==> src/design/pwr_cfg.svh <==
// offsets, field positions, reset values and counts of the power-mode controller
`ifndef PWR_CFG_SVH
`define PWR_CFG_SVH
// ************************************************************
// register byte addresses
// ************************************************************
`define OFF_MODE 8'h00
`define OFF_WDOG 8'h04
`define OFF_STAT 8'h08
`define OFF_WAKE 8'h0C
`define OFF_MISC 8'h10
// ************************************************************
// reset values
// ************************************************************
`define MODE_RST 8'h01
`define WDOG_RST 8'h7A
`define WAKE_RST 8'h00
// ************************************************************
// field positions
// ************************************************************
`define MODE_HL 0
`define MODE_IDLE 1
`define MODE_READY 2
`define MODE_FAST 3
`define MODE_CKS_HI 7
`define MODE_CKS_LO 5
`define WDOG_PERI 7
`define WDOG_WS_HI 6
`define WDOG_WS_LO 4
`define WDOG_EN_HI 3
`define WDOG_EN_LO 0
`define MISC_LVD 0
// ************************************************************
// codes and counts
// ************************************************************
`define WDOG_OFF_CODE 4'hA
`define CKS_FAST_MIN 3'h2
`define XTAL_CYCLES 11'h400
`define RC_CYCLES 11'h010
`define WDT_BASE 16'h0100
`endif

==> src/design/pwr_pkg.sv <==
// types of the power-mode controller
package pwr_pkg;
    typedef enum logic [4:0] {
        ST_RUN = 5'h01,
        ST_DEEP = 5'h02,
        ST_SLEEP2 = 5'h04,
        ST_SECOND_IDLE_STATE = 5'h08,
        ST_IDLE2 = 5'h10
    } pwr_state_t;
    typedef struct packed {
        logic sys;
        logic tbase;
        logic wdog;
        logic sub;
    } clk_gate_t;
    typedef struct packed {
        logic full_rst;
        logic wdog_rst;
        logic irq_svc;
        logic resume;
    } wake_evt_t;
endpackage : pwr_pkg

==> src/design/halt_power_mode_wakeup_ctrl.sv <==
// halt, low-power state, wake-up and watchdog controller with APB registers
//
// Our own choices: the placing of the registers and the APB interface to the registers.
`timescale 1ns/10ps
`default_nettype none
`include "pwr_cfg.svh"
module halt_power_mode_wakeup_ctrl #(
    parameter int N_PA = 8,
    parameter int N_IRQ = 4,
    parameter bit WDT_SRC_SYS = 1'b0,
    parameter bit WDT_CFG_EN = 1'b0,
    parameter bit OSC_XTAL = 1'b1
) (
    // clock and reset
    input wire logic pclk,
    input wire logic presetn,
    // apb slave
    input wire logic psel,
    input wire logic penable,
    input wire logic pwrite,
    input wire logic [7:0] paddr,
    input wire logic [31:0] pwdata,
    output logic [31:0] prdata,
    output logic pready,
    output logic pslverr,
    // core side
    input wire logic halt_req,
    input wire logic wdt_clr,
    input wire logic [N_IRQ-1:0] irq_req,
    input wire logic [N_IRQ-1:0] irq_en,
    input wire logic stack_full,
    // pins and oscillators
    input wire logic ext_reset_n,
    input wire logic [N_PA-1:0] port_a,
    input wire logic sub_clock,
    input wire logic hs_osc,
    // clock control and events
    output pwr_pkg::clk_gate_t clk_gate,
    output pwr_pkg::wake_evt_t wake_evt,
    output logic cpu_halted,
    output logic use_high_speed,
    output logic run_from_sub,
    output logic high_speed_ready_flag,
    output logic power_down_flag,
    output logic watchdog_timeout_flag
);
    // ************************************************************
    // pin synchronisers
    // ************************************************************
    logic [N_PA-1:0] pa_s1_q, pa_s2_q, pa_s3_q;
    logic rst_s1_q, rst_s2_q, rst_s3_q;
    logic sub_s1_q, sub_s2_q, sub_s3_q;
    logic hs_s1_q, hs_s2_q, hs_s3_q;
    always_ff @(posedge pclk or negedge presetn) begin
        if (!presetn) begin
            pa_s1_q <= '1;
            pa_s2_q <= '1;
            pa_s3_q <= '1;
            rst_s1_q <= 1'b1;
            rst_s2_q <= 1'b1;
            rst_s3_q <= 1'b1;
            sub_s1_q <= 1'b0;
            sub_s2_q <= 1'b0;
            sub_s3_q <= 1'b0;
            hs_s1_q <= 1'b0;
            hs_s2_q <= 1'b0;
            hs_s3_q <= 1'b0;
        end else begin
            pa_s1_q <= port_a;
            pa_s2_q <= pa_s1_q;
            pa_s3_q <= pa_s2_q;
            rst_s1_q <= ext_reset_n;
            rst_s2_q <= rst_s1_q;
            rst_s3_q <= rst_s2_q;
            sub_s1_q <= sub_clock;
            sub_s2_q <= sub_s1_q;
            sub_s3_q <= sub_s2_q;
            hs_s1_q <= hs_osc;
            hs_s2_q <= hs_s1_q;
            hs_s3_q <= hs_s2_q;
        end
    end
    // edges come from the second and third stages, so the first stage never feeds logic
    wire [N_PA-1:0] pa_fall = pa_s3_q & ~pa_s2_q;
    wire ext_fall = rst_s3_q & ~rst_s2_q;
    wire sub_tick = sub_s2_q & ~sub_s3_q;
    wire hs_tick = hs_s2_q & ~hs_s3_q;
    // ************************************************************
    // registers and apb
    // ************************************************************
    logic [7:0] mode_q, wdog_q;
    logic [N_PA-1:0] wake_q;
    logic lvd_q, pready_q, pslverr_q;
    logic [31:0] prdata_q, rd_val;
    logic mapped;
    pwr_pkg::pwr_state_t state_q, state_d;
    logic pdf_q, to_q, ready_q;
    wire access = psel & penable;
    // one wait state keeps prdata a flop output
    wire wr_fire = access & pready_q & pwrite & mapped;
    always_comb begin
        mapped = 1'b1;
        rd_val = 32'h0000_0000;
        unique case (paddr)
            `OFF_MODE: rd_val = {24'h00_0000, mode_q[7:3], ready_q, mode_q[1:0]};
            `OFF_WDOG: rd_val = {24'h00_0000, wdog_q};
            `OFF_STAT: rd_val = {25'h000_0000, state_q, to_q, pdf_q};
            `OFF_WAKE: rd_val = 32'(wake_q);
            `OFF_MISC: rd_val = {31'h0000_0000, lvd_q};
            default: mapped = 1'b0;
        endcase
    end
    always_ff @(posedge pclk or negedge presetn) begin
        if (!presetn) begin
            pready_q <= 1'b0;
            prdata_q <= 32'h0000_0000;
            pslverr_q <= 1'b0;
        end else begin
            pready_q <= access & ~pready_q;
            if (access & ~pready_q) begin
                prdata_q <= mapped ? rd_val : 32'h0000_0000;
                pslverr_q <= ~mapped;
            end
        end
    end
    always_ff @(posedge pclk or negedge presetn) begin
        if (!presetn) begin
            mode_q <= `MODE_RST;
            wdog_q <= `WDOG_RST;
            wake_q <= '0;
            lvd_q <= 1'b0;
        end else if (wr_fire) begin
            if (paddr == `OFF_MODE) mode_q <= pwdata[7:0];
            if (paddr == `OFF_WDOG) wdog_q <= pwdata[7:0];
            if (paddr == `OFF_WAKE) wake_q <= pwdata[N_PA-1:0];
            if (paddr == `OFF_MISC) lvd_q <= pwdata[`MISC_LVD];
        end
    end
    // ************************************************************
    // watchdog
    // ************************************************************
    logic [15:0] wdt_cnt_q;
    logic [1:0] div_q;
    wire wdt_on = WDT_CFG_EN | (wdog_q[`WDOG_EN_HI:`WDOG_EN_LO] != `WDOG_OFF_CODE);
    wire [2:0] ws = wdog_q[`WDOG_WS_HI:`WDOG_WS_LO];
    wire [15:0] wdt_limit = 16'(`WDT_BASE << ws) - 16'h0001;
    function automatic logic wdt_runs(input pwr_pkg::pwr_state_t s, input logic on);
        wdt_runs = 1'b0;
        unique case (s)
            pwr_pkg::ST_RUN: wdt_runs = on;
            pwr_pkg::ST_DEEP: wdt_runs = 1'b0;
            pwr_pkg::ST_SLEEP2: wdt_runs = on & ~WDT_SRC_SYS;
            pwr_pkg::ST_SECOND_IDLE_STATE: wdt_runs = on & ~WDT_SRC_SYS;
            pwr_pkg::ST_IDLE2: wdt_runs = on;
        endcase
    endfunction : wdt_runs
    wire sys_run = (state_q == pwr_pkg::ST_RUN) | (state_q == pwr_pkg::ST_IDLE2);
    always_ff @(posedge pclk or negedge presetn) begin
        if (!presetn) div_q <= 2'h0;
        else if (sys_run) div_q <= div_q + 2'h1;
    end
    // system clock over four, or the sub-clock edge
    wire src_tick = WDT_SRC_SYS ? (sys_run & (div_q == 2'h3)) : sub_tick;
    wire wdt_tick = src_tick & wdt_runs(state_q, wdt_on);
    wire wdt_ovf = wdt_tick & (wdt_cnt_q == wdt_limit);
    wire halt_go = halt_req & (state_q == pwr_pkg::ST_RUN);
    // a disabled watchdog ignores the clear: every watchdog instruction is then a no-op
    wire wdt_clr_ok = wdt_clr & wdt_on & (state_q == pwr_pkg::ST_RUN);
    always_ff @(posedge pclk or negedge presetn) begin
        if (!presetn) wdt_cnt_q <= 16'h0000;
        else if (ext_fall | halt_go | wdt_clr_ok | wdt_ovf) wdt_cnt_q <= 16'h0000;
        else if (wdt_tick) wdt_cnt_q <= wdt_cnt_q + 16'h0001;
    end
    // ************************************************************
    // state machine
    // ************************************************************
    // snapshot at halt: a request already pending cannot wake, only new bits count
    logic [N_IRQ-1:0] irq_snap_q;
    wire [N_IRQ-1:0] irq_new = irq_req & ~irq_snap_q;
    wire pa_wake = |(pa_fall & wake_q);
    wire asleep = (state_q != pwr_pkg::ST_RUN);
    wire wake_any = ext_fall | wdt_ovf | (|irq_new) | pa_wake;
    wire irq_svc = asleep & ~ext_fall & ~wdt_ovf & |(irq_new & irq_en) & ~stack_full;
    always_comb begin
        state_d = state_q;
        if (halt_go) begin
            if (!mode_q[`MODE_IDLE]) begin
                if (wdt_on | lvd_q) state_d = pwr_pkg::ST_SLEEP2;
                else state_d = pwr_pkg::ST_DEEP;
            end else begin
                if (wdog_q[`WDOG_PERI]) state_d = pwr_pkg::ST_IDLE2;
                else state_d = pwr_pkg::ST_SECOND_IDLE_STATE;
            end
        end else if (asleep & wake_any) begin
            state_d = pwr_pkg::ST_RUN;
        end
    end
    always_ff @(posedge pclk or negedge presetn) begin
        if (!presetn) begin
            state_q <= pwr_pkg::ST_RUN;
            irq_snap_q <= '0;
        end else begin
            state_q <= state_d;
            if (halt_go) irq_snap_q <= irq_req;
        end
    end
    // ************************************************************
    // status flags
    // ************************************************************
    always_ff @(posedge pclk or negedge presetn) begin
        if (!presetn) pdf_q <= 1'b0;
        else if (halt_go) pdf_q <= 1'b1;
        else if (wdt_clr_ok) pdf_q <= 1'b0;
    end
    // an overflow in the halt cycle still wins over the entry clear
    always_ff @(posedge pclk or negedge presetn) begin
        if (!presetn) to_q <= 1'b0;
        else if (wdt_ovf) to_q <= 1'b1;
        else if (halt_go) to_q <= 1'b0;
    end
    // ************************************************************
    // high-speed oscillator ready and fast wake
    // ************************************************************
    logic [10:0] hs_cnt_q;
    logic run_sub_q;
    wire [10:0] hs_target = OSC_XTAL ? `XTAL_CYCLES : `RC_CYCLES;
    // idle2 keeps the fast oscillator running, so its ready flag survives the halt
    wire osc_stop = halt_go & (state_d != pwr_pkg::ST_IDLE2);
    always_ff @(posedge pclk or negedge presetn) begin
        if (!presetn) begin
            ready_q <= 1'b0;
            hs_cnt_q <= 11'h000;
        end else if (osc_stop) begin
            ready_q <= 1'b0;
            hs_cnt_q <= 11'h000;
        end else if (!ready_q & !asleep & hs_tick) begin
            hs_cnt_q <= hs_cnt_q + 11'h001;
            if (hs_cnt_q == hs_target - 11'h001) ready_q <= 1'b1;
        end
    end
    wire fast_from = (state_q == pwr_pkg::ST_SLEEP2) | (state_q == pwr_pkg::ST_SECOND_IDLE_STATE);
    always_ff @(posedge pclk or negedge presetn) begin
        if (!presetn) run_sub_q <= 1'b0;
        else if (asleep & wake_any & fast_from & OSC_XTAL & mode_q[`MODE_FAST]) run_sub_q <= 1'b1;
        else if (ready_q) run_sub_q <= 1'b0;
    end
    // ************************************************************
    // registered outputs
    // ************************************************************
    pwr_pkg::clk_gate_t gate_q;
    pwr_pkg::wake_evt_t evt_q;
    logic halted_q, hs_sel_q;
    // gates follow the next state so they switch on the same edge as the state
    always_ff @(posedge pclk or negedge presetn) begin
        if (!presetn) begin
            gate_q <= 4'hF;
            halted_q <= 1'b0;
        end else begin
            gate_q.sys <= (state_d == pwr_pkg::ST_RUN) | (state_d == pwr_pkg::ST_IDLE2);
            gate_q.tbase <= (state_d != pwr_pkg::ST_DEEP) & (state_d != pwr_pkg::ST_SLEEP2);
            gate_q.wdog <= wdt_runs(state_d, wdt_on);
            gate_q.sub <= (state_d != pwr_pkg::ST_DEEP);
            halted_q <= (state_d != pwr_pkg::ST_RUN);
        end
    end
    // external and watchdog resets can pulse together; reset sources outrank interrupt service and plain resume
    always_ff @(posedge pclk or negedge presetn) begin
        if (!presetn) begin
            evt_q <= 4'h0;
        end else begin
            evt_q.full_rst <= ext_fall;
            evt_q.wdog_rst <= wdt_ovf;
            evt_q.irq_svc <= irq_svc;
            evt_q.resume <= asleep & ~ext_fall & ~wdt_ovf & wake_any & ~irq_svc;
        end
    end
    always_ff @(posedge pclk or negedge presetn) begin
        if (!presetn) hs_sel_q <= 1'b1;
        else hs_sel_q <= mode_q[`MODE_HL] | (mode_q[`MODE_CKS_HI:`MODE_CKS_LO] >= `CKS_FAST_MIN);
    end
    assign prdata = prdata_q;
    assign pready = pready_q;
    assign pslverr = pslverr_q;
    assign clk_gate = gate_q;
    assign wake_evt = evt_q;
    assign cpu_halted = halted_q;
    assign use_high_speed = hs_sel_q;
    assign run_from_sub = run_sub_q;
    assign high_speed_ready_flag = ready_q;
    assign power_down_flag = pdf_q;
    assign watchdog_timeout_flag = to_q;
endmodule : halt_power_mode_wakeup_ctrl
`default_nettype wire

==> config.mk <==
export PLATFORM = sky130hd
export DESIGN_NAME = halt_power_mode_wakeup_ctrl
export DESIGN_NICKNAME = d
export VERILOG_FILES = /design/src/design/pwr_pkg.sv /design/src/design/halt_power_mode_wakeup_ctrl.sv
export VERILOG_INCLUDE_DIRS = /design/src /design/src/design
export SDC_FILE = /design/constraint.sdc
export NUM_CORES = 1
export LEC_CHECK = 0
export BUFFER_PORTS_ARGS = -buffer_cell sky130_fd_sc_hd__buf_4
export CELL_PAD_IN_SITES_DETAIL_PLACEMENT = 0
export CELL_PAD_IN_SITES_GLOBAL_PLACEMENT = 2
export CORE_MARGIN = 5
export CORE_UTILIZATION = 38
export DETAILED_ROUTE_END_ITERATION = 8
export GPL_ROUTABILITY_DRIVEN = 0
export HOLD_SLACK_MARGIN = 0.06
export PLACE_DENSITY = 0.95
export SYNTH_ARGS = -nofsm -noshare
export SYNTH_HDL_FRONTEND = slang
export SYNTH_SLANG_ARGS = --single-unit
==> constraint.sdc <==
create_clock -name pclk -period 4.2 [get_ports pclk]
set_clock_uncertainty 0.2 [all_clocks]
set_input_delay 1.26 -clock pclk [delete_from_list [all_inputs] [get_ports pclk]]
set_output_delay 1.26 -clock pclk [all_outputs]
set_load 0.005 [all_outputs]
==> impl_results.md, run 1 <==
* Number of distinct library cells after synthesis at 61
* Number of nets in the layout at 599
* Maximum number of pins on one net before global-route repair at 84
* Height of the chip at 128 um
* Layout overhead on the synthesized area at 23.5%
* Predominant post-synthesis flop cell: dfrtp_1
* Antenna violations before repair at 0
* Number of synthesized flops with an enable pin at 0
* Initial core utilization at 38.3%
* Routed via count divided by cell count at 4.79
* Total via count after detailed routing at 3460
* CTS-repair resized insts at 0
* Top-level I/O count at 115
* Std cell rows at 43
* Leading cell type in the layout, fill and taps excluded: dfrtp_1
* Syn Inst Count at 453
* Clock latency at the later pin of the worst-skew pair at 410 ps
* Design Area, Final at 6520 sq um
* Unrepaired setup endpoints after global routing: no
* Clock-pin slew of the registers on the worst-case setup and hold paths at 60 ps
* Via count of the first global-routing pass at 3626
* Static leakage at 3.01 nW
* Async S/R FF share, synth at 100%
* Routed WL per cell at 14.9 um
* Routed Wire Length at 10.8 mm
* Achievable Freq at 0.307 GHz
* Peak fanout along the critical path at 11
* Clk Tree Root Cell: clkbuf_16
* Non-filler instance count after layout at 723
* Finished Core Util at 47.3%
* Drt pass-1 iters at 4
* DRC violation count after routing at 0
* Kind of start point of the critical path: register
* Core box area at 13800 sq um
* Maximum root-to-sink buffer count at 2
* Fillcell total at 1276
* First-pass GRT wire length at 18.0 mm
* Final global-route overflow total at 0
* Hold Path Cell Cnt at 0
* Syn Area/Cell at 11.6 sq um
* Area of placed instances at 5900 sq um
* Number of max-cap violations at 0
* Total CTS buffers at 17
* WS Path Type: register to register
* Yosys warning count at 0
* CTS Hold Bufs at 0
* Remaining antenna violation count after routing at 0
* Total routing usage reported by global routing at 14.2%
* Result of the run: finished clean
* Tightest slew margin relative to the limit at 26.4%
* Area of the mapped netlist at 5280 sq um
* Peak ir drop on the vdd network at 0.276 mV
* Share of final-layout standard cells stronger than drive strength 1 at 33.9%
* Final Setup Violations at 0
* Diodes inserted at 0
* Final Slew Violations at 0
* Commonest cells after routing, fill and taps aside: 78 x dfrtp_1, 71 x buf_4, 46 x nor2_1, 44 x nand2_1, 39 x dfstp_2
* Post-CTS repair timing setup buffer count at 0
* Count of state elements after synthesis at 117
* Post-synthesis sequential area ratio at 56.4%
* Worst hold margin at 154 ps
* Cell area power density at 489 nW/um^2
* Shortest period the worst path allows at 3260 ps
* Clock tree from TritonCTS: yes
* CP required at 4320 ps
* Floorplan die area at 16300 sq um
* Number of sinks handled by clock tree synthesis at 117
* Slew @ Worst Pin at 1100 ps
* Share of the cycle needed by the critical path after routing at 77.6%
* Final hold violation count at 0
* Reg2reg path depth at 8
* Number of H-tree levels at 4
* Cell total after placement at 691
* Kind of end point of the critical path: register
* PortBufs at 66
* Data arrival, critical path at 3380 ps
* Class of the worst hold path: register to register
* First-iteration detailed-routing DRC count at 239
* Fin Setup TNS at 0 ps
* Horiz. Die Dim at 128 um
* Placed wire-length estimate at 7.76 mm
==> stage by stage <==
stage          power, mW  setup WS (ps)
3_5_place_dp        1.75            544
5_1_grt             3.34            689
2_1_floorplan       1.57            883
3_3_place_gp        1.75            562
4_1_cts             3.22            930
6_report            3.18            939
==> kinds of logic (layout without fill, tap and decap cells) <==
logic type               count (synthesis)  in the layout  share of synthesized area (%)
adder cells (fa/ha/maj)                  2              2                          0.474
AO/OA/AOI/OAI                           50             50                           6.71
flip-flops                             117            117                           56.4
AND/OR/NAND/NOR                        172            172                           17.5
other                                    1             24                         0.0711
multiplexers                            35             35                           8.63
XOR/XNOR                                30             30                           4.98
buffers and inverters                   46            113                           5.22
==> path summary, 6_finish.rpt <==
path	end	from	slack, ps
worst max-delay path	clk_gate[1]$_DFF_PN1_	state_q[3]$_DFF_PN0_	940
worst min-delay path	sub_s2_q$_DFF_PN0_	sub_s1_q$_DFF_PN0_	150
worst max register to register	clk_gate[1]$_DFF_PN1_	state_q[3]$_DFF_PN0_	940
worst min register to register	sub_s2_q$_DFF_PN0_	sub_s1_q$_DFF_PN0_	150
max in group asynchronous	wdog_q[6]$_DFFE_PN1P_	presetn	2400
min in group asynchronous	hs_s1_q$_DFF_PN0_	presetn	600
==> synthesized netlist by cell type (all sizes together), types with 10 or more instances <==
master / count / area [sq um]
a21oi: 10 / 53.8
buf: 28 / 208
dfrtp: 78 / 1950
dfstp: 39 / 1020
mux2: 24 / 270
nand2: 44 / 165
nand2b: 17 / 106
nand3: 12 / 72.6
nand3b: 10 / 75.1
nor2: 46 / 173
o21ai: 13 / 68.8
xnor2: 13 / 114
xor2: 17 / 149
==> power by group <==
part	switching [mW]	total [mW]	internal (mW)
Clock	0.482	1.45	0.964
Sequential	0.0649	1.30	1.24
Combinational	0.237	0.435	0.197
Total	0.784	3.18	2.40
==> per-layer routing <==
layer / wire length [um] / vias up / track usage [%]
li1: - / 1682 / -
met1: 4420 / 1682 / 17.1
met2: 5560 / 81 / 23.2
met3: 610 / 15 / 5.33
met4: 174 / 0 / 4.93
met5: 0 / - / 0
==> layout make-up <==
type,count,area [sq um],share of cell area [%]
Clock inverter,5,60.1,0.922
Inverter,9,33.8,0.519
Sequential cell,117,2980,45.7
Tap cell,180,225,3.46
Timing Repair Buffer,72,553,8.49
Multi-Input combinational cell,313,2110,32.4
Clock buffer,27,556,8.53
==> worst max-delay path: stages (launching register included) <==
cell,delay [ps]
dfrtp_1,520
or4b_1,640
o311ai_2,160
nand3_4,140
nor4_4,490
o32ai_2,270
nand2b_1,210
a221o_1,320
a21oi_1,210
==> sequential cells by signal (all words and copies together), names as in the netlist, 4 cells and up <==
name,count
state_q,5
wake_evt,4
pa_s2_q,8
mode_q,7
hs_cnt_q,11
wake_q,8
pa_s1_q,8
clk_gate,4
irq_snap_q,4
prdata,8
wdog_q,8
wdt_cnt_q,16
pa_s3_q,8
No activity file was read; power rests on OpenSTA's default activity.
==> inputs of run 2 (changes only) <==
--- a/config.mk
+++ b/config.mk
@@ -10,11 +10,11 @@
 export CELL_PAD_IN_SITES_DETAIL_PLACEMENT = 0
 export CELL_PAD_IN_SITES_GLOBAL_PLACEMENT = 2
 export CORE_MARGIN = 5
-export CORE_UTILIZATION = 38
+export CORE_UTILIZATION = 32
 export DETAILED_ROUTE_END_ITERATION = 8
 export GPL_ROUTABILITY_DRIVEN = 0
 export HOLD_SLACK_MARGIN = 0.06
-export PLACE_DENSITY = 0.95
+export PLACE_DENSITY = 0.86
 export SYNTH_ARGS = -nofsm -noshare
 export SYNTH_HDL_FRONTEND = slang
 export SYNTH_SLANG_ARGS = --single-unit
==> constraint.sdc (replaced) <==
create_clock -name pclk -period 2.9 [get_ports pclk]
set_clock_uncertainty 0.2 [all_clocks]
set_input_delay 0.87 -clock pclk [delete_from_list [all_inputs] [get_ports pclk]]
set_output_delay 0.87 -clock pclk [all_outputs]
set_load 0.005 [all_outputs]
==> impl_results.md, run 2 (same netlist as run 1, synthesis figures left out) <==
* Logic gate share of total power at 16.4% (+2.8 points)
* Maximum root-to-sink buffer count at 2 (unchanged)
* Routed WL per cell at 14.7 um (-1.6%)
* Clock-pin slew of the registers on the worst-case setup and hold paths at 60 ps (about the same)
* CP required at 3030 ps (-1290 ps)
* Data arrival, critical path at 3000 ps (-380 ps)
* Diodes inserted at 0 (unchanged)
* Regs by FF count: wdt_cnt_q (16), hs_cnt_q (11)
* Total area of sequential cells at 2980 sq um (unchanged)
* Initial core utilization at 32.2% (-6.1 points)
* Sum of met3 wire segment lengths after detailed routing at 444 um (-27%)
* Total CTS buffers at 17 (unchanged)
* Final Setup Violations at 0 (unchanged)
* Antenna violations before repair at 0 (unchanged)
* Highest Signal Layer: met4
* Worst hold margin at 150 ps (-3.37 ps)
* Routed Wire Length at 11.8 mm (+9.6%)
* DRC violation count after routing at 0 (unchanged)
* Total via count after detailed routing at 3634 (+5.0%)
* Remaining antenna violation count after routing at 0 (unchanged)
* Length of routed wiring on met1 at 5.17 mm (+17%)
* Routed via count divided by cell count at 4.51 (-5.7%)
* Clock tree from TritonCTS: yes
* Final global-route overflow total at 0 (unchanged)
* Result of the run: finished clean
* Height of the chip at 138 um (+8.3%)
* Achievable Freq at 0.348 GHz (+13%)
* Leading cell type in the layout, fill and taps excluded: buf_4
* Commonest cells after routing, fill and taps aside: 112 x buf_4, 78 x dfrtp_1, 44 x nand2_1, 44 x nor2_1, 39 x dfstp_2
* Cell area power density at 704 nW/um^2 (+44%)
* Number of max-cap violations at 0 (unchanged)
* Shortest period the worst path allows at 2870 ps (-387 ps)
* Kind of end point of the critical path: register
* Peak ir drop on the vdd network at 0.355 mV (+29%)
* Unrepaired setup endpoints after global routing: yes
* Kind of start point of the critical path: register
* PortBufs at 66 (unchanged)
* Internal portion of total power at 3.74 mW (+56%)
* Layout overhead on the synthesized area at 32.1%
* First-pass GRT wire length at 19.9 mm (+10%)
* Fraction of power spent switching nets at 23.9% (-0.73 points)
* Total routing usage reported by global routing at 12.8% (-1.3 points)
* Number of nets in the layout at 641 (+7.0%)
* Slew @ Worst Pin at 649 ps (-448 ps)
* Met2 wire length at 5.99 mm (+7.6%)
* Final Slew Violations at 0 (unchanged)
* WS Path Type: register to register
* Net switching power at 1.17 mW (+50%)
* Drt pass-1 iters at 4 (unchanged)
* Floorplan die area at 19200 sq um (+17%)
* Total power at 4.91 mW (+54%)
* Tightest slew margin relative to the limit at 56.7% (+30 points)
* Clk Tree Root Cell: clkbuf_16
* Largest register FFs at 16 (unchanged)
* Static leakage at 3.25 nW (+8.0%)
* Class of the worst hold path: register to register
* Top-level I/O count at 115 (unchanged)
* Horiz. Die Dim at 138 um (+8.3%)
* Clock share of power at 45.4% (about the same)
* Clock latency at the later pin of the worst-skew pair at 410 ps (about the same)
* Core box area at 16400 sq um (+19%)
* Share of final-layout standard cells stronger than drive strength 1 at 40.5% (+6.6 points)
* Maximum number of pins on one net before global-route repair at 48 (-43%)
* Largest register by flop count: wdt_cnt_q
* Via count of the first global-routing pass at 3956 (+9.1%)
* Portion of total power attributed to sequential cells at 38.2% (-2.7 points)
* Area of the multi-input gates at 2170 sq um (+2.6%)
* Peak fanout along the critical path at 5 (-6)
* First-iteration detailed-routing DRC count at 134 (-44%)
* Final hold violation count at 0 (unchanged)
* Share of the cycle needed by the critical path after routing at 99.1% (+21 points)
* Fillcell total at 1550 (+21%)
* Std cell rows at 47 (+9.3%)
* Number of sinks handled by clock tree synthesis at 117 (unchanged)
* Number of H-tree levels at 4 (unchanged)
* Placed wire-length estimate at 8.65 mm (+11%)
-- run 2: cell count changes in the layout (fill, tap and decap cells not counted), moves of 2 or more --
cell / before / now
nand3_1: 11 / 9
bufinv_16: 1 / 4
clkinv_2: 1 / 4
nor2_1: 46 / 44
nand3_2: 0 / 2
buf_4: 71 / 112
clkinv_4: 2 / 0
clkbuf_16: 19 / 17
-- run 2: repair_timing --
item                       CTS  global route
buffers inserted             2             2
pin swaps                    3             0
gates resized for setup      4             6
setup endpoints to repair   15            15
hold buffers                 0             0
-- run 2: layer usage --
metal  vias to the layer above  global-route usage, %
li1                       1759                      -
met1                      1797                   15.5
met2                        64                   21.4
met3                        14                   4.04
met4                         0                   5.10
met5                         -                      0
-- run 2: cell type report --
class / instances / share of cell area (%)
clock buffers: 23 / 7.00
clock inverters: 9 / 2.12
inverters: 9 / 0.485
repair buffers: 114 / 12.6
flip-flops and latches: 117 / 42.7
well taps: 220 / 3.95
multi-input cells: 313 / 31.1
-- run 2: final timing paths --
check,from,to,slack [ps],cells after the start
setup / recovery,state_q[0]$_DFF_PN1_,clk_gate[0]$_DFF_PN1_,30,9
hold / removal,sub_s1_q$_DFF_PN0_,sub_s2_q$_DFF_PN0_,150,0
setup reg to reg,state_q[0]$_DFF_PN1_,clk_gate[0]$_DFF_PN1_,30,9
hold reg to reg,sub_s1_q$_DFF_PN0_,sub_s2_q$_DFF_PN0_,150,0
max in group asynchronous,presetn,clk_gate[0]$_DFF_PN1_,1530,2
min in group asynchronous,presetn,state_q[4]$_DFF_PN0_,290,1
-- run 2: critical path, stage by stage (launching register included) --
cell and delay [ps]:
dfstp_2 560, or4b_4 480, o311ai_2 130, nand3_4 140
nor4_4 240, buf_4 210, o21ai_2 110, buf_4 150
a211o_1 270, or3_1 300
-- run 2: stage by stage --
stage / cell area, sq um / setup slack, ps / TNS [ps] / util [%] / cells
finish: 6970 / 26.4 / 0 / 42.5 / 805
global route: 6970 / -87.3 / -705 / 42.5 / 805
CTS: 6920 / 5.53 / 0 / 42.2 / 803
detailed placement: 6260 / -151 / -2230 / 38.1 / 769
global placement: 6260 / -90.6 / -1160 / 38.1 / 769
floorplan: 5370 / -3.28 / -3.28 / - / 476
-- run 2: power by group through the flow --
| stage | sequential, mW | clock (mW) | combinational, mW |
|---|---|---|---|
| floorplan | 1.88 | 0 | 0.398 |
| global placement | 1.90 | 0 | 0.774 |
| detailed placement | 1.90 | 0 | 0.788 |
| CTS | 1.88 | 2.28 | 0.801 |
| global route | 1.89 | 2.36 | 0.893 |
| finish | 1.88 | 2.23 | 0.805 |
==> inputs of run 3 (changes only) <==
--- a/config.mk
+++ b/config.mk
@@ -9,6 +9,7 @@
 export BUFFER_PORTS_ARGS = -buffer_cell sky130_fd_sc_hd__buf_4
 export CELL_PAD_IN_SITES_DETAIL_PLACEMENT = 0
 export CELL_PAD_IN_SITES_GLOBAL_PLACEMENT = 2
+export CORE_ASPECT_RATIO = 1.1
 export CORE_MARGIN = 5
 export CORE_UTILIZATION = 32
 export DETAILED_ROUTE_END_ITERATION = 8
==> impl_results.md, run 3 (same netlist as run 1, synthesis figures left out) <==
* Result of the run: finished clean
* WS Path Type: register to register
* Maximum number of pins on one net before global-route repair at 42 (-13%)
* Placed wire-length estimate at 8.96 mm (+3.6%)
* Fillcell total at 1530 (-1.3%)
* Peak ir drop on the vdd network at 0.464 mV (+31%)
* Via count of the first global-routing pass at 3960 (+0.10%)
* Class of the worst hold path: register to register
* Unrepaired setup endpoints after global routing: yes
* Drt pass-1 iters at 4 (unchanged)
* Final Slew Violations at 0 (unchanged)
* Antenna violations before repair at 0 (unchanged)
* CP required at 3040 ps (about the same)
* Std cell rows at 49 (+4.3%)
* Total routing usage reported by global routing at 13.0% (+0.18 points)
* Number of nets in the layout at 651 (+1.6%)
* Total via count after detailed routing at 3670 (+0.99%)
* Design Area, Final at 7040 sq um (+0.97%)
* Fin Setup TNS at 0 ps (unchanged)
* Cell area power density at 678 nW/um^2 (-3.7%)
* Share of final-layout standard cells stronger than drive strength 1 at 43.0% (+2.5 points)
* First element of the critical path: state_q[0]$_DFF_PN1_
* Kind of end point of the critical path: register
* Worst min-delay path startpoint: pa_s1_q[5]$_DFF_PN1_
* Tightest slew margin relative to the limit at 62.1% (+5.3 points)
* Shortest period the worst path allows at 2820 ps (-57.6 ps)
* Diodes inserted at 0 (unchanged)
* Layout overhead on the synthesized area at 33.3%
* WP buf/inv at 2 (unchanged)
* First-iteration detailed-routing DRC count at 189 (+41%)
* Reg2reg path depth at 10 (+1)
* Stages on worst setup path at 10 (+1)
* Slowest CP cell: dfstp_2
* Static leakage at 3.27 nW (+0.72%)
* Routed Wire Length at 12.1 mm (+2.5%)
* Commonest cells after routing, fill and taps aside: 120 x buf_4, 78 x dfrtp_1, 43 x nand2_1, 41 x nor2_1, 39 x dfstp_2
* Height of the chip at 145 um (+4.5%)
* Largest register FFs at 16 (unchanged)
* Peak fanout along the critical path at 4 (-1)
* Number of H-tree levels at 4 (unchanged)
* Area of placed instances at 6270 sq um (+0.28%)
* Initial core utilization at 32.4% (+0.19 points)
* Hold Path Cell Cnt at 0 (unchanged)
* Number of sinks handled by clock tree synthesis at 117 (unchanged)
* Final global-route overflow total at 0 (unchanged)
* Leading cell type in the layout, fill and taps excluded: buf_4
* Largest register by flop count: wdt_cnt_q
* Crit-path cells: or4b_4 -> o311ai_4 -> nand3_4 -> nor4_4 -> buf_4 -> o32ai_4 -> buf_6 -> nand2b_1 -> a221o_1 -> a21oi_2
* Horiz. Die Dim at 132 um (-4.3%)
* Slew @ Worst Pin at 567 ps (-81.4 ps)
* CTS Hold Bufs at 0 (unchanged)
* Data arrival, critical path at 2960 ps (-40 ps)
* Final hold violation count at 0 (unchanged)
* Total CTS buffers at 17 (unchanged)
* First-pass GRT wire length at 19.6 mm (-1.4%)
* Maximum root-to-sink buffer count at 2 (unchanged)
* Number of max-cap violations at 0 (unchanged)
* Routed via count divided by cell count at 4.59 (+1.7%)
* Worst reg2reg path startpoint: state_q[0]$_DFF_PN1_
* Final Setup Violations at 0 (unchanged)
* Routed WL per cell at 15.1 um (+3.3%)
* Delay-heaviest family, CP: simple AND/OR/NAND/NOR gates
* Kind of start point of the critical path: register
* Floorplan die area at 19200 sq um (about the same)
* Clock latency at the later pin of the worst-skew pair at 420 ps (about the same)
* Worst hold margin at 155 ps (+4.29 ps)
* Finished Core Util at 43.1% (+0.67 points)
* Delay contributed by the slowest stage of the critical path at 550 ps (about the same)
* Share of the cycle needed by the critical path after routing at 97.1% (-2.0 points)
* Achievable Freq at 0.355 GHz (+2.0%)
* Clock tree from TritonCTS: yes
* Top-level I/O count at 115 (unchanged)
* Remaining antenna violation count after routing at 0 (unchanged)
* Cell total after placement at 758 (-1.4%)
* Core box area at 16300 sq um (-0.60%)
* Clk Tree Root Cell: clkbuf_16
* Non-filler instance count after layout at 799 (-0.75%)
* PortBufs at 66 (unchanged)
* DRC violation count after routing at 0 (unchanged)
* Regs by FF count: wdt_cnt_q (16), hs_cnt_q (11)
* Clock-pin slew of the registers on the worst-case setup and hold paths at 60 ps (about the same)
[run 3: metal layers]
metal	wire, um	global-route usage [%]	vias to the layer above
met5	0	0	-
met4	275	5.53	0
met3	409	4.01	19
met2	6160	21.9	68
met1	5250	15.7	1799
li1	-	-	1784
[run 3: final cells by class]
| type | instances | area (sq um) | share of cell area (%) |
|---|---|---|---|
| clock buffer | 21 | 470 | 6.69 |
| sequential | 117 | 2980 | 42.3 |
| clock inverter | 11 | 103 | 1.46 |
| timing repair buffer | 124 | 963 | 13.7 |
| tap | 204 | 255 | 3.63 |
| multi-input combinational | 313 | 2230 | 31.7 |
| inverter | 9 | 33.8 | 0.480 |
[run 3: metrics by stage]
stage | setup slack [ps] | total power [mW]
after floorplan | -3.28 | 2.28
after global placement | -200 | 2.69
after detailed placement | -306 | 2.71
after CTS | 21.4 | 4.76
after global routing | -30.2 | 5.00
final | 84.0 | 4.77
[run 3: worst paths after layout]
path,end,slack (ps)
worst min-delay path,pa_s2_q[5]$_DFF_PN1_,150
worst max-delay path,clk_gate[1]$_DFF_PN1_,80
worst max register to register,clk_gate[1]$_DFF_PN1_,80
max in group asynchronous,use_high_speed$_DFF_PN1_,1530
min in group asynchronous,wake_q[6]$_DFFE_PN0P_,240
worst min register to register,pa_s2_q[5]$_DFF_PN1_,150
[run 3: power by group]
| part | switching (mW) | total [mW] | leakage (nW) | internal, mW |
|---|---|---|---|---|
| clock network | 0.737 | 1.98 | 0.275 | 1.24 |
| registers | 0.0839 | 1.88 | 1.46 | 1.79 |
| logic | 0.430 | 0.916 | 1.54 | 0.486 |
| total | 1.25 | 4.77 | 3.27 | 3.52 |
[run 3: what timing repair did]
item	CTS	global route
pin swaps	3	7
endpoints found under the setup margin	10	13
setup buffers	4	5
gates resized for setup	6	19
endpoints found under the hold margin	0	0
